**config.mk**
```make
export PLATFORM = sky130hd
export DESIGN_NAME = dpp_top
export DESIGN_NICKNAME = d
export VERILOG_FILES = /design/src/dpp_pkg.sv /design/src/dpp_top.sv
export SDC_FILE = /design/constraint.sdc
export NUM_CORES = 1
export LEC_CHECK = 0
export ABC_AREA = 1
export BUFFER_PORTS_ARGS = -buffer_cell sky130_fd_sc_hd__buf_2
export CORE_MARGIN = 3
export CORE_UTILIZATION = 45
export CTS_BUF_LIST = sky130_fd_sc_hd__clkbuf_4
export CTS_CLUSTER_SIZE = 8
export DETAILED_ROUTE_END_ITERATION = 10
export GPL_TIMING_DRIVEN = 0
export PLACE_DENSITY = 0.69
export SETUP_SLACK_MARGIN = 0.1
export SYNTH_ARGS = -nofsm -noshare
export SYNTH_HDL_FRONTEND = slang
export SYNTH_SLANG_ARGS = --single-unit
```
**constraint.sdc**
```tcl
create_clock -name CORE_CLK -period 8.6 [get_ports CORE_CLK]
set_input_delay 0.43 -clock CORE_CLK [delete_from_list [all_inputs] [get_ports CORE_CLK]]
set_output_delay 0.43 -clock CORE_CLK [all_outputs]
set_load 0.005 [all_outputs]
```
**src/dpp_pkg.sv**
```systemverilog
/*
 dual parallel port: constants, types, reset values.
 assumes one core clock; every pin is synchronised inside the top.
*/
// Function
// - bidirectional mode is accepted only on the first port
// - each port holds input, output, mode, mask, direction, mask logic registers
// - data write in output mode loads the output register
// - ready rises on the cycle after an output data write
// - output ready holds until the peripheral latch pulse rises
// - output latch pulse rise requests interrupt when enabled and chain allows
// - input mode loads port lines while latch pulse is low
// - input latch pulse rise requests interrupt when enabled and chain allows
// - input latch pulse rise drops ready: input register full
// - end of host data read raises ready on the next cycle
// - bit mode read mixes output bits and input bits by direction
// - bit mode captures port lines just before the read starts
// - bit mode requests interrupt when enabled unmasked lines match condition
// - pending status seen by the chain is frozen during opcode fetch
// - only the granted device drives its vector in the acknowledge cycle
// - after acknowledge, chain out stays low until service return
// - idle: chain out follows chain in; under service: chain out low
// - pending unacknowledged: chain out low, high only after prefix byte
// - second byte 4D with chain in high ends service
// - mode word: mode in bits 7 and 6, low nibble 1111
// - mode codes: 00 output, 01 input, 10 bidirectional, 11 bit
// - after bit mode the next control word sets line directions, 1 input
// - a control word with bit 0 low loads the port interrupt vector
// - interrupt word: enable bit 7, logic bits 6 and 5, fixed low nibble
// - mask-follows bit makes the next control word the mask
// - only lines with mask bit 0 take part in the condition
// - short command changes only the interrupt enable
package dpp_pkg;
    localparam logic [3:0] DPP_CW_MODE = 4'hF;
    localparam logic [3:0] DPP_CW_INTCTL = 4'h7;
    localparam logic [3:0] DPP_CW_INTEN = 4'h3;
    localparam logic [7:0] DPP_OP_PREFIX = 8'hED;
    localparam logic [7:0] DPP_OP_RETURN = 8'h4D;
    localparam int DPP_IE_BIT = 7;
    localparam int DPP_FOLLOW_BIT = 4;
    localparam logic [7:0] DPP_RST_MASK = 8'hFF;
    localparam logic [7:0] DPP_RST_DIR = 8'hFF;
    localparam logic [7:0] DPP_RST_VEC = 8'h00;
    typedef enum logic [1:0] {
        DPP_MODE_OUT = 2'b00,
        DPP_MODE_IN = 2'b01,
        DPP_MODE_BIDIR = 2'b10,
        DPP_MODE_BIT = 2'b11
    } dpp_mode_t;
    typedef enum logic [1:0] {
        DPP_EXP_NONE = 2'b00,
        DPP_EXP_DIR = 2'b01,
        DPP_EXP_MASK = 2'b10
    } dpp_expect_t;
    typedef struct packed {
        logic [7:0] data;
        logic cs_n;
        logic ctrl;
        logic psel;
        logic rd_n;
        logic host_port_request_n;
        logic m1_n;
        logic priority_chain_in;
        logic [1:0] stb_n;
        logic [1:0][7:0] line;
    } dpp_pins_t;
    typedef struct packed {
        logic [7:0] in_latch;
        logic [7:0] out_latch;
        dpp_mode_t mode;
        logic [7:0] mask;
        logic [7:0] dir;
        logic [1:0] mlogic;
        logic ie;
        dpp_expect_t cw_follow;
        logic [7:0] vec;
        logic ready;
        logic pend;
        logic srv;
        logic match;
        logic [7:0] lout;
        logic [7:0] loe;
    } dpp_port_t;
    localparam dpp_port_t DPP_PORT_RST = '{mode: DPP_MODE_IN,
        mask: DPP_RST_MASK, dir: DPP_RST_DIR, vec: DPP_RST_VEC,
        cw_follow: DPP_EXP_NONE, default: '0};
    typedef struct packed {
        dpp_pins_t s1;
        dpp_pins_t s2;
        dpp_pins_t s3;
        dpp_pins_t filt;
        dpp_pins_t prev;
        dpp_port_t [1:0] port;
        logic [1:0] vis;
        logic ed;
        logic own_v;
        logic own;
        logic priority_chain_out;
        logic int_oe;
        logic [7:0] dout;
        logic doe;
    } dpp_state_t;
endpackage

```
**src/dpp_top.sv**
```systemverilog
/*
 dual eight-bit parallel port with handshake and daisy-chain vectoring.
 assumes host bus strobes and peripheral lines are asynchronous pins;
 open-drain interrupt is out/enable, the board resolves the wire.
*/
module dpp_top (
    input wire logic CORE_CLK,
    input wire logic SYS_RST,
    input wire logic [7:0] HOST_DATA_IN,
    output logic [7:0] HOST_DATA_OUT,
    output logic HOST_DATA_OE,
    input wire logic HOST_CHIP_SEL_N,
    input wire logic HOST_CTRL_SEL,
    input wire logic HOST_PORT_SEL,
    input wire logic HOST_READ_N,
    input wire logic HOST_PORT_REQUEST_N,
    input wire logic OPCODE_FETCH_CYCLE_N,
    input wire logic PRIORITY_CHAIN_IN,
    output logic PRIORITY_CHAIN_OUT,
    output logic INT_REQ_OUT,
    output logic INT_REQ_OE,
    input wire logic [7:0] FIRST_PORT_DATA_IN,
    output logic [7:0] FIRST_PORT_DATA_OUT,
    output logic [7:0] FIRST_PORT_DATA_OE,
    input wire logic FIRST_PORT_LATCH_PULSE_N,
    output logic FIRST_PORT_READY,
    input wire logic [7:0] SECOND_PORT_DATA_IN,
    output logic [7:0] SECOND_PORT_DATA_OUT,
    output logic [7:0] SECOND_PORT_DATA_OE,
    input wire logic SECOND_PORT_LATCH_PULSE_N,
    output logic SECOND_PORT_READY
);
    import dpp_pkg::*;

    localparam dpp_state_t DPP_STATE_RST = '{s1: '1, s2: '1, s3: '1,
        filt: '1, prev: '1, port: {DPP_PORT_RST, DPP_PORT_RST},
        default: '0};

    dpp_state_t q;
    dpp_state_t d;
    dpp_pins_t pins;
    dpp_pins_t f;
    dpp_pins_t p;
    logic rd_act;
    logic rd_act_p;
    logic rd_start;
    logic rd_end;
    logic wr_ev;
    logic ack_act;
    logic ack_act_p;
    logic ack_start;
    logic fetch_end;
    logic [1:0] stb_rise;
    logic [1:0] cw_ev;
    logic [1:0] dw_ev;
    logic [1:0] re_ev;

    always_comb
    begin
        pins.data = HOST_DATA_IN;
        pins.cs_n = HOST_CHIP_SEL_N;
        pins.ctrl = HOST_CTRL_SEL;
        pins.psel = HOST_PORT_SEL;
        pins.rd_n = HOST_READ_N;
        pins.host_port_request_n = HOST_PORT_REQUEST_N;
        pins.m1_n = OPCODE_FETCH_CYCLE_N;
        pins.priority_chain_in = PRIORITY_CHAIN_IN;
        pins.stb_n = {SECOND_PORT_LATCH_PULSE_N, FIRST_PORT_LATCH_PULSE_N};
        pins.line = {SECOND_PORT_DATA_IN, FIRST_PORT_DATA_IN};
    end

    assign f = q.filt;
    assign p = q.prev;
    // host cycle decode on filtered levels; write taken at its trailing edge
    assign rd_act = ~f.cs_n & ~f.host_port_request_n & ~f.rd_n & f.m1_n;
    assign rd_act_p = ~p.cs_n & ~p.host_port_request_n & ~p.rd_n & p.m1_n;
    assign rd_start = rd_act & ~rd_act_p;
    assign rd_end = rd_act_p & ~rd_act;
    assign wr_ev = ~p.host_port_request_n & f.host_port_request_n & ~p.cs_n & p.rd_n & p.m1_n;
    assign ack_act = ~f.m1_n & ~f.host_port_request_n;
    assign ack_act_p = ~p.m1_n & ~p.host_port_request_n;
    assign ack_start = ack_act & ~ack_act_p;
    assign fetch_end = ~p.m1_n & ~p.rd_n & p.host_port_request_n & ~(~f.m1_n & ~f.rd_n);

    genvar g;
    generate
        for (g = 0; g < 2; g++)
        begin : g_ev
            assign stb_rise[g] = ~p.stb_n[g] & f.stb_n[g];
            assign cw_ev[g] = wr_ev & p.ctrl & (p.psel == 1'(g));
            assign dw_ev[g] = wr_ev & ~p.ctrl & (p.psel == 1'(g));
            assign re_ev[g] = rd_end & ~p.ctrl & (p.psel == 1'(g));
        end
    endgenerate

    always_comb
    begin
        logic [7:0] act;
        logic hit;
        logic [7:0] rv;
        dpp_mode_t nm;
        act = '0;
        hit = 1'b0;
        rv = '0;
        nm = DPP_MODE_OUT;
        d = q;
        // three-stage synchroniser, change accepted once stages 2 and 3 agree
        d.s1 = pins;
        d.s2 = q.s1;
        d.s3 = q.s2;
        d.filt = (~(q.s2 ^ q.s3) & q.s3) | ((q.s2 ^ q.s3) & q.filt);
        d.prev = q.filt;
        if (f.m1_n)
        begin
            d.vis = {q.port[1].pend, q.port[0].pend};
        end
        if (~ack_act)
        begin
            d.own_v = 1'b0;
        end
        if (ack_start & f.priority_chain_in)
        begin
            // internal chain: first port ahead of second
            if (q.vis[0] & ~q.port[0].srv)
            begin
                d.own_v = 1'b1;
                d.own = 1'b0;
            end
            else if (q.vis[1] & ~q.port[1].srv & ~q.port[0].srv)
            begin
                d.own_v = 1'b1;
                d.own = 1'b1;
            end
            if (d.own_v)
            begin
                d.port[d.own].srv = 1'b1;
                d.port[d.own].pend = 1'b0;
            end
        end
        d.ed = q.ed;
        if (fetch_end)
        begin
            if (q.ed)
            begin
                d.ed = 1'b0;
                if (p.data == DPP_OP_RETURN && f.priority_chain_in)
                begin
                    if (q.port[0].srv)
                    begin
                        d.port[0].srv = 1'b0;
                    end
                    else
                    begin
                        d.port[1].srv = 1'b0;
                    end
                end
            end
            else if (p.data == DPP_OP_PREFIX)
            begin
                d.ed = 1'b1;
            end
        end
        for (int i = 0; i < 2; i++)
        begin
            if (dw_ev[i])
            begin
                d.port[i].out_latch = p.data;
                if (q.port[i].mode == DPP_MODE_OUT || q.port[i].mode == DPP_MODE_BIDIR)
                begin
                    d.port[i].ready = 1'b1;
                end
            end
            if (cw_ev[i])
            begin
                case (q.port[i].cw_follow)
                    DPP_EXP_DIR:
                    begin
                        d.port[i].dir = p.data;
                        d.port[i].cw_follow = DPP_EXP_NONE;
                    end
                    DPP_EXP_MASK:
                    begin
                        d.port[i].mask = p.data;
                        d.port[i].cw_follow = DPP_EXP_NONE;
                    end
                    default:
                    begin
                        nm = dpp_mode_t'(p.data[7:6]);
                        if (!p.data[0])
                        begin
                            d.port[i].vec = {p.data[7:1], 1'b0};
                        end
                        else if (p.data[3:0] == DPP_CW_MODE)
                        begin
                            if (!(i == 1 && nm == DPP_MODE_BIDIR))
                            begin
                                d.port[i].mode = nm;
                                d.port[i].ready = (nm == DPP_MODE_IN);
                                if (nm == DPP_MODE_BIT)
                                begin
                                    d.port[i].cw_follow = DPP_EXP_DIR;
                                end
                            end
                        end
                        else if (p.data[3:0] == DPP_CW_INTCTL)
                        begin
                            d.port[i].ie = p.data[DPP_IE_BIT];
                            d.port[i].mlogic = p.data[6:5];
                            if (p.data[DPP_FOLLOW_BIT])
                            begin
                                d.port[i].cw_follow = DPP_EXP_MASK;
                            end
                        end
                        else if (p.data[3:0] == DPP_CW_INTEN)
                        begin
                            d.port[i].ie = p.data[DPP_IE_BIT];
                        end
                    end
                endcase
            end
            // mlogic[1]: and of all unmasked lines, mlogic[0]: active high
            act = q.port[i].mlogic[0] ? f.line[i] : ~f.line[i];
            if (q.port[i].mlogic[1])
            begin
                hit = (&(act | q.port[i].mask)) & ~(&q.port[i].mask);
            end
            else
            begin
                hit = |(act & ~q.port[i].mask);
            end
            d.port[i].match = hit & (q.port[i].mode == DPP_MODE_BIT);
            case (q.port[i].mode)
                DPP_MODE_OUT:
                begin
                    if (stb_rise[i])
                    begin
                        d.port[i].ready = 1'b0;
                        d.port[i].pend = d.port[i].pend | q.port[i].ie;
                    end
                    d.port[i].lout = q.port[i].out_latch;
                    d.port[i].loe = '1;
                end
                DPP_MODE_IN:
                begin
                    if (~f.stb_n[i])
                    begin
                        d.port[i].in_latch = f.line[i];
                    end
                    if (re_ev[i])
                    begin
                        d.port[i].ready = 1'b1;
                    end
                    if (stb_rise[i])
                    begin
                        d.port[i].ready = 1'b0;
                        d.port[i].pend = d.port[i].pend | q.port[i].ie;
                    end
                    d.port[i].loe = '0;
                end
                DPP_MODE_BIDIR:
                begin
                    // lines driven only while the peripheral pulls the pulse low
                    if (stb_rise[i])
                    begin
                        d.port[i].ready = 1'b0;
                        d.port[i].pend = d.port[i].pend | q.port[i].ie;
                        d.port[i].in_latch = p.line[i];
                    end
                    d.port[i].lout = q.port[i].out_latch;
                    d.port[i].loe = f.stb_n[i] ? 8'h00 : 8'hFF;
                end
                default:
                begin
                    if (rd_start & ~f.ctrl & (f.psel == i[0]))
                    begin
                        d.port[i].in_latch = p.line[i];
                    end
                    if (hit & ~q.port[i].match & q.port[i].ie)
                    begin
                        d.port[i].pend = 1'b1;
                    end
                    d.port[i].lout = q.port[i].out_latch;
                    d.port[i].loe = ~q.port[i].dir;
                end
            endcase
        end
        // chain out from frozen pending view; prefix byte opens it briefly
        d.priority_chain_out = f.priority_chain_in & ~(d.port[0].srv | d.port[1].srv) &
            (~(d.vis[0] | d.vis[1]) | d.ed);
        d.int_oe = f.priority_chain_in & ((d.port[0].pend & ~d.port[0].srv) |
            (d.port[1].pend & ~d.port[1].srv & ~d.port[0].srv));
        case (d.port[f.psel].mode)
            DPP_MODE_OUT: rv = d.port[f.psel].out_latch;
            DPP_MODE_BIT: rv = (d.port[f.psel].out_latch & ~d.port[f.psel].dir) |
                (d.port[f.psel].in_latch & d.port[f.psel].dir);
            default: rv = d.port[f.psel].in_latch;
        endcase
        d.doe = (rd_act & ~f.ctrl) | (ack_act & d.own_v);
        d.dout = (ack_act & d.own_v) ? d.port[d.own].vec : rv;
    end

    always_ff @(posedge CORE_CLK or posedge SYS_RST)
    begin
        if (SYS_RST)
        begin
            q <= DPP_STATE_RST;
        end
        else
        begin
            q <= d;
        end
    end

    assign HOST_DATA_OUT = q.dout;
    assign HOST_DATA_OE = q.doe;
    assign PRIORITY_CHAIN_OUT = q.priority_chain_out;
    assign INT_REQ_OUT = 1'b0;
    assign INT_REQ_OE = q.int_oe;
    assign FIRST_PORT_DATA_OUT = q.port[0].lout;
    assign FIRST_PORT_DATA_OE = q.port[0].loe;
    assign FIRST_PORT_READY = q.port[0].ready;
    assign SECOND_PORT_DATA_OUT = q.port[1].lout;
    assign SECOND_PORT_DATA_OE = q.port[1].loe;
    assign SECOND_PORT_READY = q.port[1].ready;
endmodule // dpp_top

```
Yosys cells after proc, flatten, opt, wreduce, memory -nomap -nowiden
Index checks and enable logic that the tools add are counted.

Bits in registers: 314. Output and inout bits: 46. Word-level logic and storage cells: 351.

Magnitude comparators: 4. Eq/ne operators: 19. Muxes and demuxes: 112. Bitwise logic cells: 107. Reduce and logical (&&, ||, !) cells: 17.

Operators with widths (number): $bwmux 134 (2); $mux 134 (2); $mux 8 (21); $demux 67 s1 (2); $mux 67 (2); $pmux 8 s3 (4); $and 33x33->33 (2); $mux 32 (2); $mux 2 (29); $mux 28 (2); $not 8->8 (7); $and 1x1->1 (53); $not 33->33 (1); $or 33x33->33 (1); $xor 33x33->33 (1); $and 8x8->8 (4); $reduce_and 8->1 (4); $mux 1 (31); $not 1->1 (28); $or 8x8->8 (3); $mux 19 (1); $eq 2x2->1 const B (9); $mux 18 (1); $mux 9 (2); other kinds (18) (45).

Longest topological paths before layout
Word-level depth: 31. Gate-level depth with buffers: 19.

Worst setup path after synthesis
OpenSTA, ideal clock, no wires.

Path type: reg-to-reg. Start: register with a tool-made name. End: register q (netlist bit HOST_DATA_OUT[0]). Setup time: 66 ps. Data arrival time: 2434 ps. Data required time: 8534 ps. Setup slack: 6100 ps. Cell stages (with the launch flop): 19. Period minus slack after synthesis: 2500 ps. Cell sequence: dfstp_2 > nand2_1 > nor2_8 > nand3_2 > inv_2 > nand2_1 > buf_2 > o21ai_1 > nand2_1 > nand2_1 > inv_1 > ha_1 > clkbuf_1 > inv_1 > nand2_1 > inv_1 > nand2_1 > nand2_1 > nand2_1.

RTL lines: end signal: assignment (RTL line dpp_top.sv:306) `q <= DPP_STATE_RST;`; end signal: assignment (RTL line dpp_top.sv:310) `q <= d;`; end: declaration (RTL line dpp_top.sv:39) `dpp_state_t q;`.

==> impl_metrics.env <==
export IMPL_fin_worst_skew_ns=0.0574
export IMPL_synth_top_area_frac=0.385
export IMPL_cts_repair_resized=0
export IMPL_synthCells=1429
export IMPL_layout_commonest_cell="nand2_1"
export IMPL_hold_violations=0
export IMPL_area_growth_pct=17.5
export IMPL_worst_slew_pin_slew_ns=0.829
export IMPL_setup_slack_ns=4.91
export IMPL_layout_common_cells="nand2_1, dfstp_2, nand3_1"
export IMPL_r2r_slack_ns=4.91
export IMPL_slew_viol_final=0
export IMPL_tns_ns=0
export IMPL_syn_avg_cell_area_um2=9.46
export IMPL_dp_cells=1899
export IMPL_critPathArrivalTime_ns=4.33
export IMPL_cts_path_max_buffers=3
export IMPL_synth_flop_cell="dfstp_2"
export IMPL_ios=81
export IMPL_fin_util=0.545
export IMPL_die_area_um2=32100
export IMPL_overflow=0
export IMPL_cts_sinks=314
export IMPL_hold_path_class="input port to asynchronous set/reset pin"
export IMPL_ys_async_sr_fraction=1.00
export IMPL_maxCapViolCount=0
export IMPL_clk_latency_ns=0.73
export IMPL_antenna_found_initial=1
export IMPL_crit_path_max_incr_delay_ns=0.54
export IMPL_htreeDepth=3
export IMPL_path_class="flop to flop"
export IMPL_track_usage=0.210
export IMPL_drive_gt1_frac=0.290
export IMPL_vias_per_cell=5.05
export IMPL_cts_tree="done"
export IMPL_cts_buffers=81
export IMPL_period_minus_slack_ns=3.69
export IMPL_clkPwrFrac=0.350
export IMPL_drcViolationCount=0
export IMPL_ys_seq_elements=314
export IMPL_drt_pass1_iter_count=6
export IMPL_core_um2=29200
export IMPL_cp_max_fo=9
export IMPL_use_met3=0.0455
export IMPL_leakagePower_nw=7.44
export IMPL_rr_worst_depth=16
export IMPL_die_w_um=179
export IMPL_max_freq_mhz=271
export IMPL_wl_per_cell_um=15.8
export IMPL_syn_area_um2=13500
export IMPL_use_met2=0.333
export IMPL_r2r_start="p[31]"
export IMPL_power_frac_comb=0.154
export IMPL_num_vias=10500
export IMPL_crit_chain="clkbuf_1 -> inv_1 -> nor2_1 -> inv_1 -> o21ai_0 -> nand2_1 -> nand2_1 -> inv_1 -> ha_1 -> clkbuf_1 -> inv_1 -> nand2_1 -> inv_1 -> nand2_1 -> nand2_1 -> nand2_1"
export IMPL_ant_nets=0
export IMPL_finalWeightedCongestion=0.912
export IMPL_clk_pin_slew_ns=0.06
export IMPL_post_cts_buffers=0
export IMPL_status="complete, no violations"
export IMPL_use_met1=0.283
export IMPL_grt_busiest_layer="met2"
export IMPL_grt_pass1_vias=10000
export IMPL_cp_start_kind="flop"
export IMPL_intPower_w=0.00253
export IMPL_final_nets=1672
export IMPL_p_seq_frac=0.496
export IMPL_synth_top_area_cell="dfstp_2"
export IMPL_synth_nets=1470
export IMPL_switching_power_w=0.00103
export IMPL_grt_max_degree=47
export IMPL_ys_warnings_count=0
export IMPL_initial_core_util=0.463
export IMPL_pwr_density_cell_nw_per_um2=224
export IMPL_crit_slowest_cell="clkbuf_1"
export IMPL_timing_rr_end="HOST_DATA_OUT[3]"
export IMPL_postRouteWirelength_um=32800
export IMPL_synth_distinct_cells=46
export IMPL_n_fill_cell=2689
export IMPL_setup_viol=0
export IMPL_finalCritPeriodShare=0.429
export IMPL_seq_area_frac_synth=0.600
export IMPL_row_count=62
export IMPL_place_ws_ns=5.05
export IMPL_p_sw_frac=0.289
export IMPL_die_y_um=179
export IMPL_io_buffers=79
export IMPL_grt_pass1_wl_um=52500
export IMPL_synthTopCellsByArea="dfstp_2, dfrtp_1, nand2_1"
export IMPL_root_buffer="clkbuf_4"
export IMPL_final_cells=2076
export IMPL_max_slew_margin=0.446
export IMPL_cpMostUsedCell="nand2_1"
export IMPL_place_hpwl_um=23000
export IMPL_drt_first_iter_violations=806
export IMPL_rsz0062_at_grt="false"
export IMPL_synth_edff_count=0
export IMPL_required_ns=9.25
export IMPL_ir_worst_vdd_uv=141
export IMPL_crit_path_end_kind="flop"
critical path: cells and delay by family (launching register included):
family	cells	cell delay, ns
AND/OR/NAND/NOR	7	0.80
flip-flops	1	0.51
adder cells (fa/ha/maj)	1	0.26
buffers and inverters	7	1.70
AO/OA/AOI/OAI	1	0.34
what timing repair did:
action / CTS / global route
hold buffers: 33 / 0
setup endpoints to repair: 0 / 0
hold endpoints to repair: 33 / 0
cells in the mapped netlist, types with 2 or more instances:
| library cell | n |
|---|---|
| nand3_1 | 149 |
| buf_2 | 13 |
| buf_6 | 2 |
| buf_1 | 3 |
| dfstp_2 | 198 |
| maj3_1 | 33 |
| nor2_1 | 39 |
| inv_1 | 146 |
| nand2_1 | 392 |
| a21oi_1 | 20 |
| and2_1 | 18 |
| nor3_1 | 5 |
| o21ai_1 | 19 |
| dfrtp_1 | 116 |
| nand3_2 | 4 |
| nand2_2 | 2 |
| or2_2 | 3 |
| o211ai_1 | 10 |
| xnor2_1 | 2 |
| inv_2 | 5 |
| nor2_4 | 2 |
| clkbuf_1 | 28 |
| o22ai_1 | 4 |
| ha_1 | 6 |
| nor2_2 | 2 |
| clkinv_1 | 7 |
| o2111ai_1 | 8 |
| buf_4 | 41 |
| o21ai_0 | 66 |
| nand4_1 | 69 |
| xor2_1 | 2 |
per-stage QoR:
stage               power (W)  instance area (um2)  hold slack, ns
floorplan             0.00213                13500           0.345
global placement      0.00230                14400           0.345
detailed placement    0.00232                14500           0.347
CTS                   0.00361                15900           0.264
global route          0.00377                15900           0.275
finish                0.00356                15900           0.265
cell families (layout without fill, tap and decap cells):
family | count (synthesis) | after routing | share of synthesized area
other cells | 1 | 2 | 0.000278
buf+inv | 246 | 508 | 0.0821
flops | 314 | 314 | 0.600
compound gates | 134 | 134 | 0.0555
xor+xnor | 4 | 4 | 0.00259
simple gates | 691 | 691 | 0.230
fa+ha+maj | 39 | 39 | 0.0300
cell type report:
type | count | area, um2 | share of cell area
repair buffers | 119 | 866 | 0.0545
flip-flops and latches | 314 | 8110 | 0.510
diodes | 1 | 2.50 | 0.000158
well taps | 384 | 480 | 0.0302
inverters | 158 | 597 | 0.0376
multi-input cells | 869 | 4300 | 0.271
plain buffers | 88 | 517 | 0.0325
clock buffers | 119 | 893 | 0.0562
clock inverters | 24 | 125 | 0.00788
metal layers:
metal	vias up	share of wire
met4	0	0.030
met1	4952	0.44
li1	5083	-
met5	-	0
met2	367	0.47
met3	72	0.067
power groups by stage:
stage / Combinational, W / Sequential, W / Clock (W)
finish: 0.000547 / 0.00176 / 0.00124
global route: 0.000620 / 0.00178 / 0.00137
CTS: 0.000548 / 0.00176 / 0.00129
detailed placement: 0.000535 / 0.00179 / 0
global placement: 0.000518 / 0.00178 / 0
floorplan: 0.000375 / 0.00175 / 0
how the worst max path moves through the flow:
stage	from	end	depth (start not counted)
after floorplan	SYS_RST	FIRST_PORT_DATA_OE[0]	1
after global placement	SYS_RST	asynchronous set/reset pin	2
after detailed placement	p[31]	HOST_DATA_OUT[3]	16
after CTS	p[31]	HOST_DATA_OUT[3]	16
after global routing	p[31]	HOST_DATA_OUT[6]	16
final	p[31]	HOST_DATA_OUT[3]	16
No activity file was read; power rests on OpenSTA's default activity.
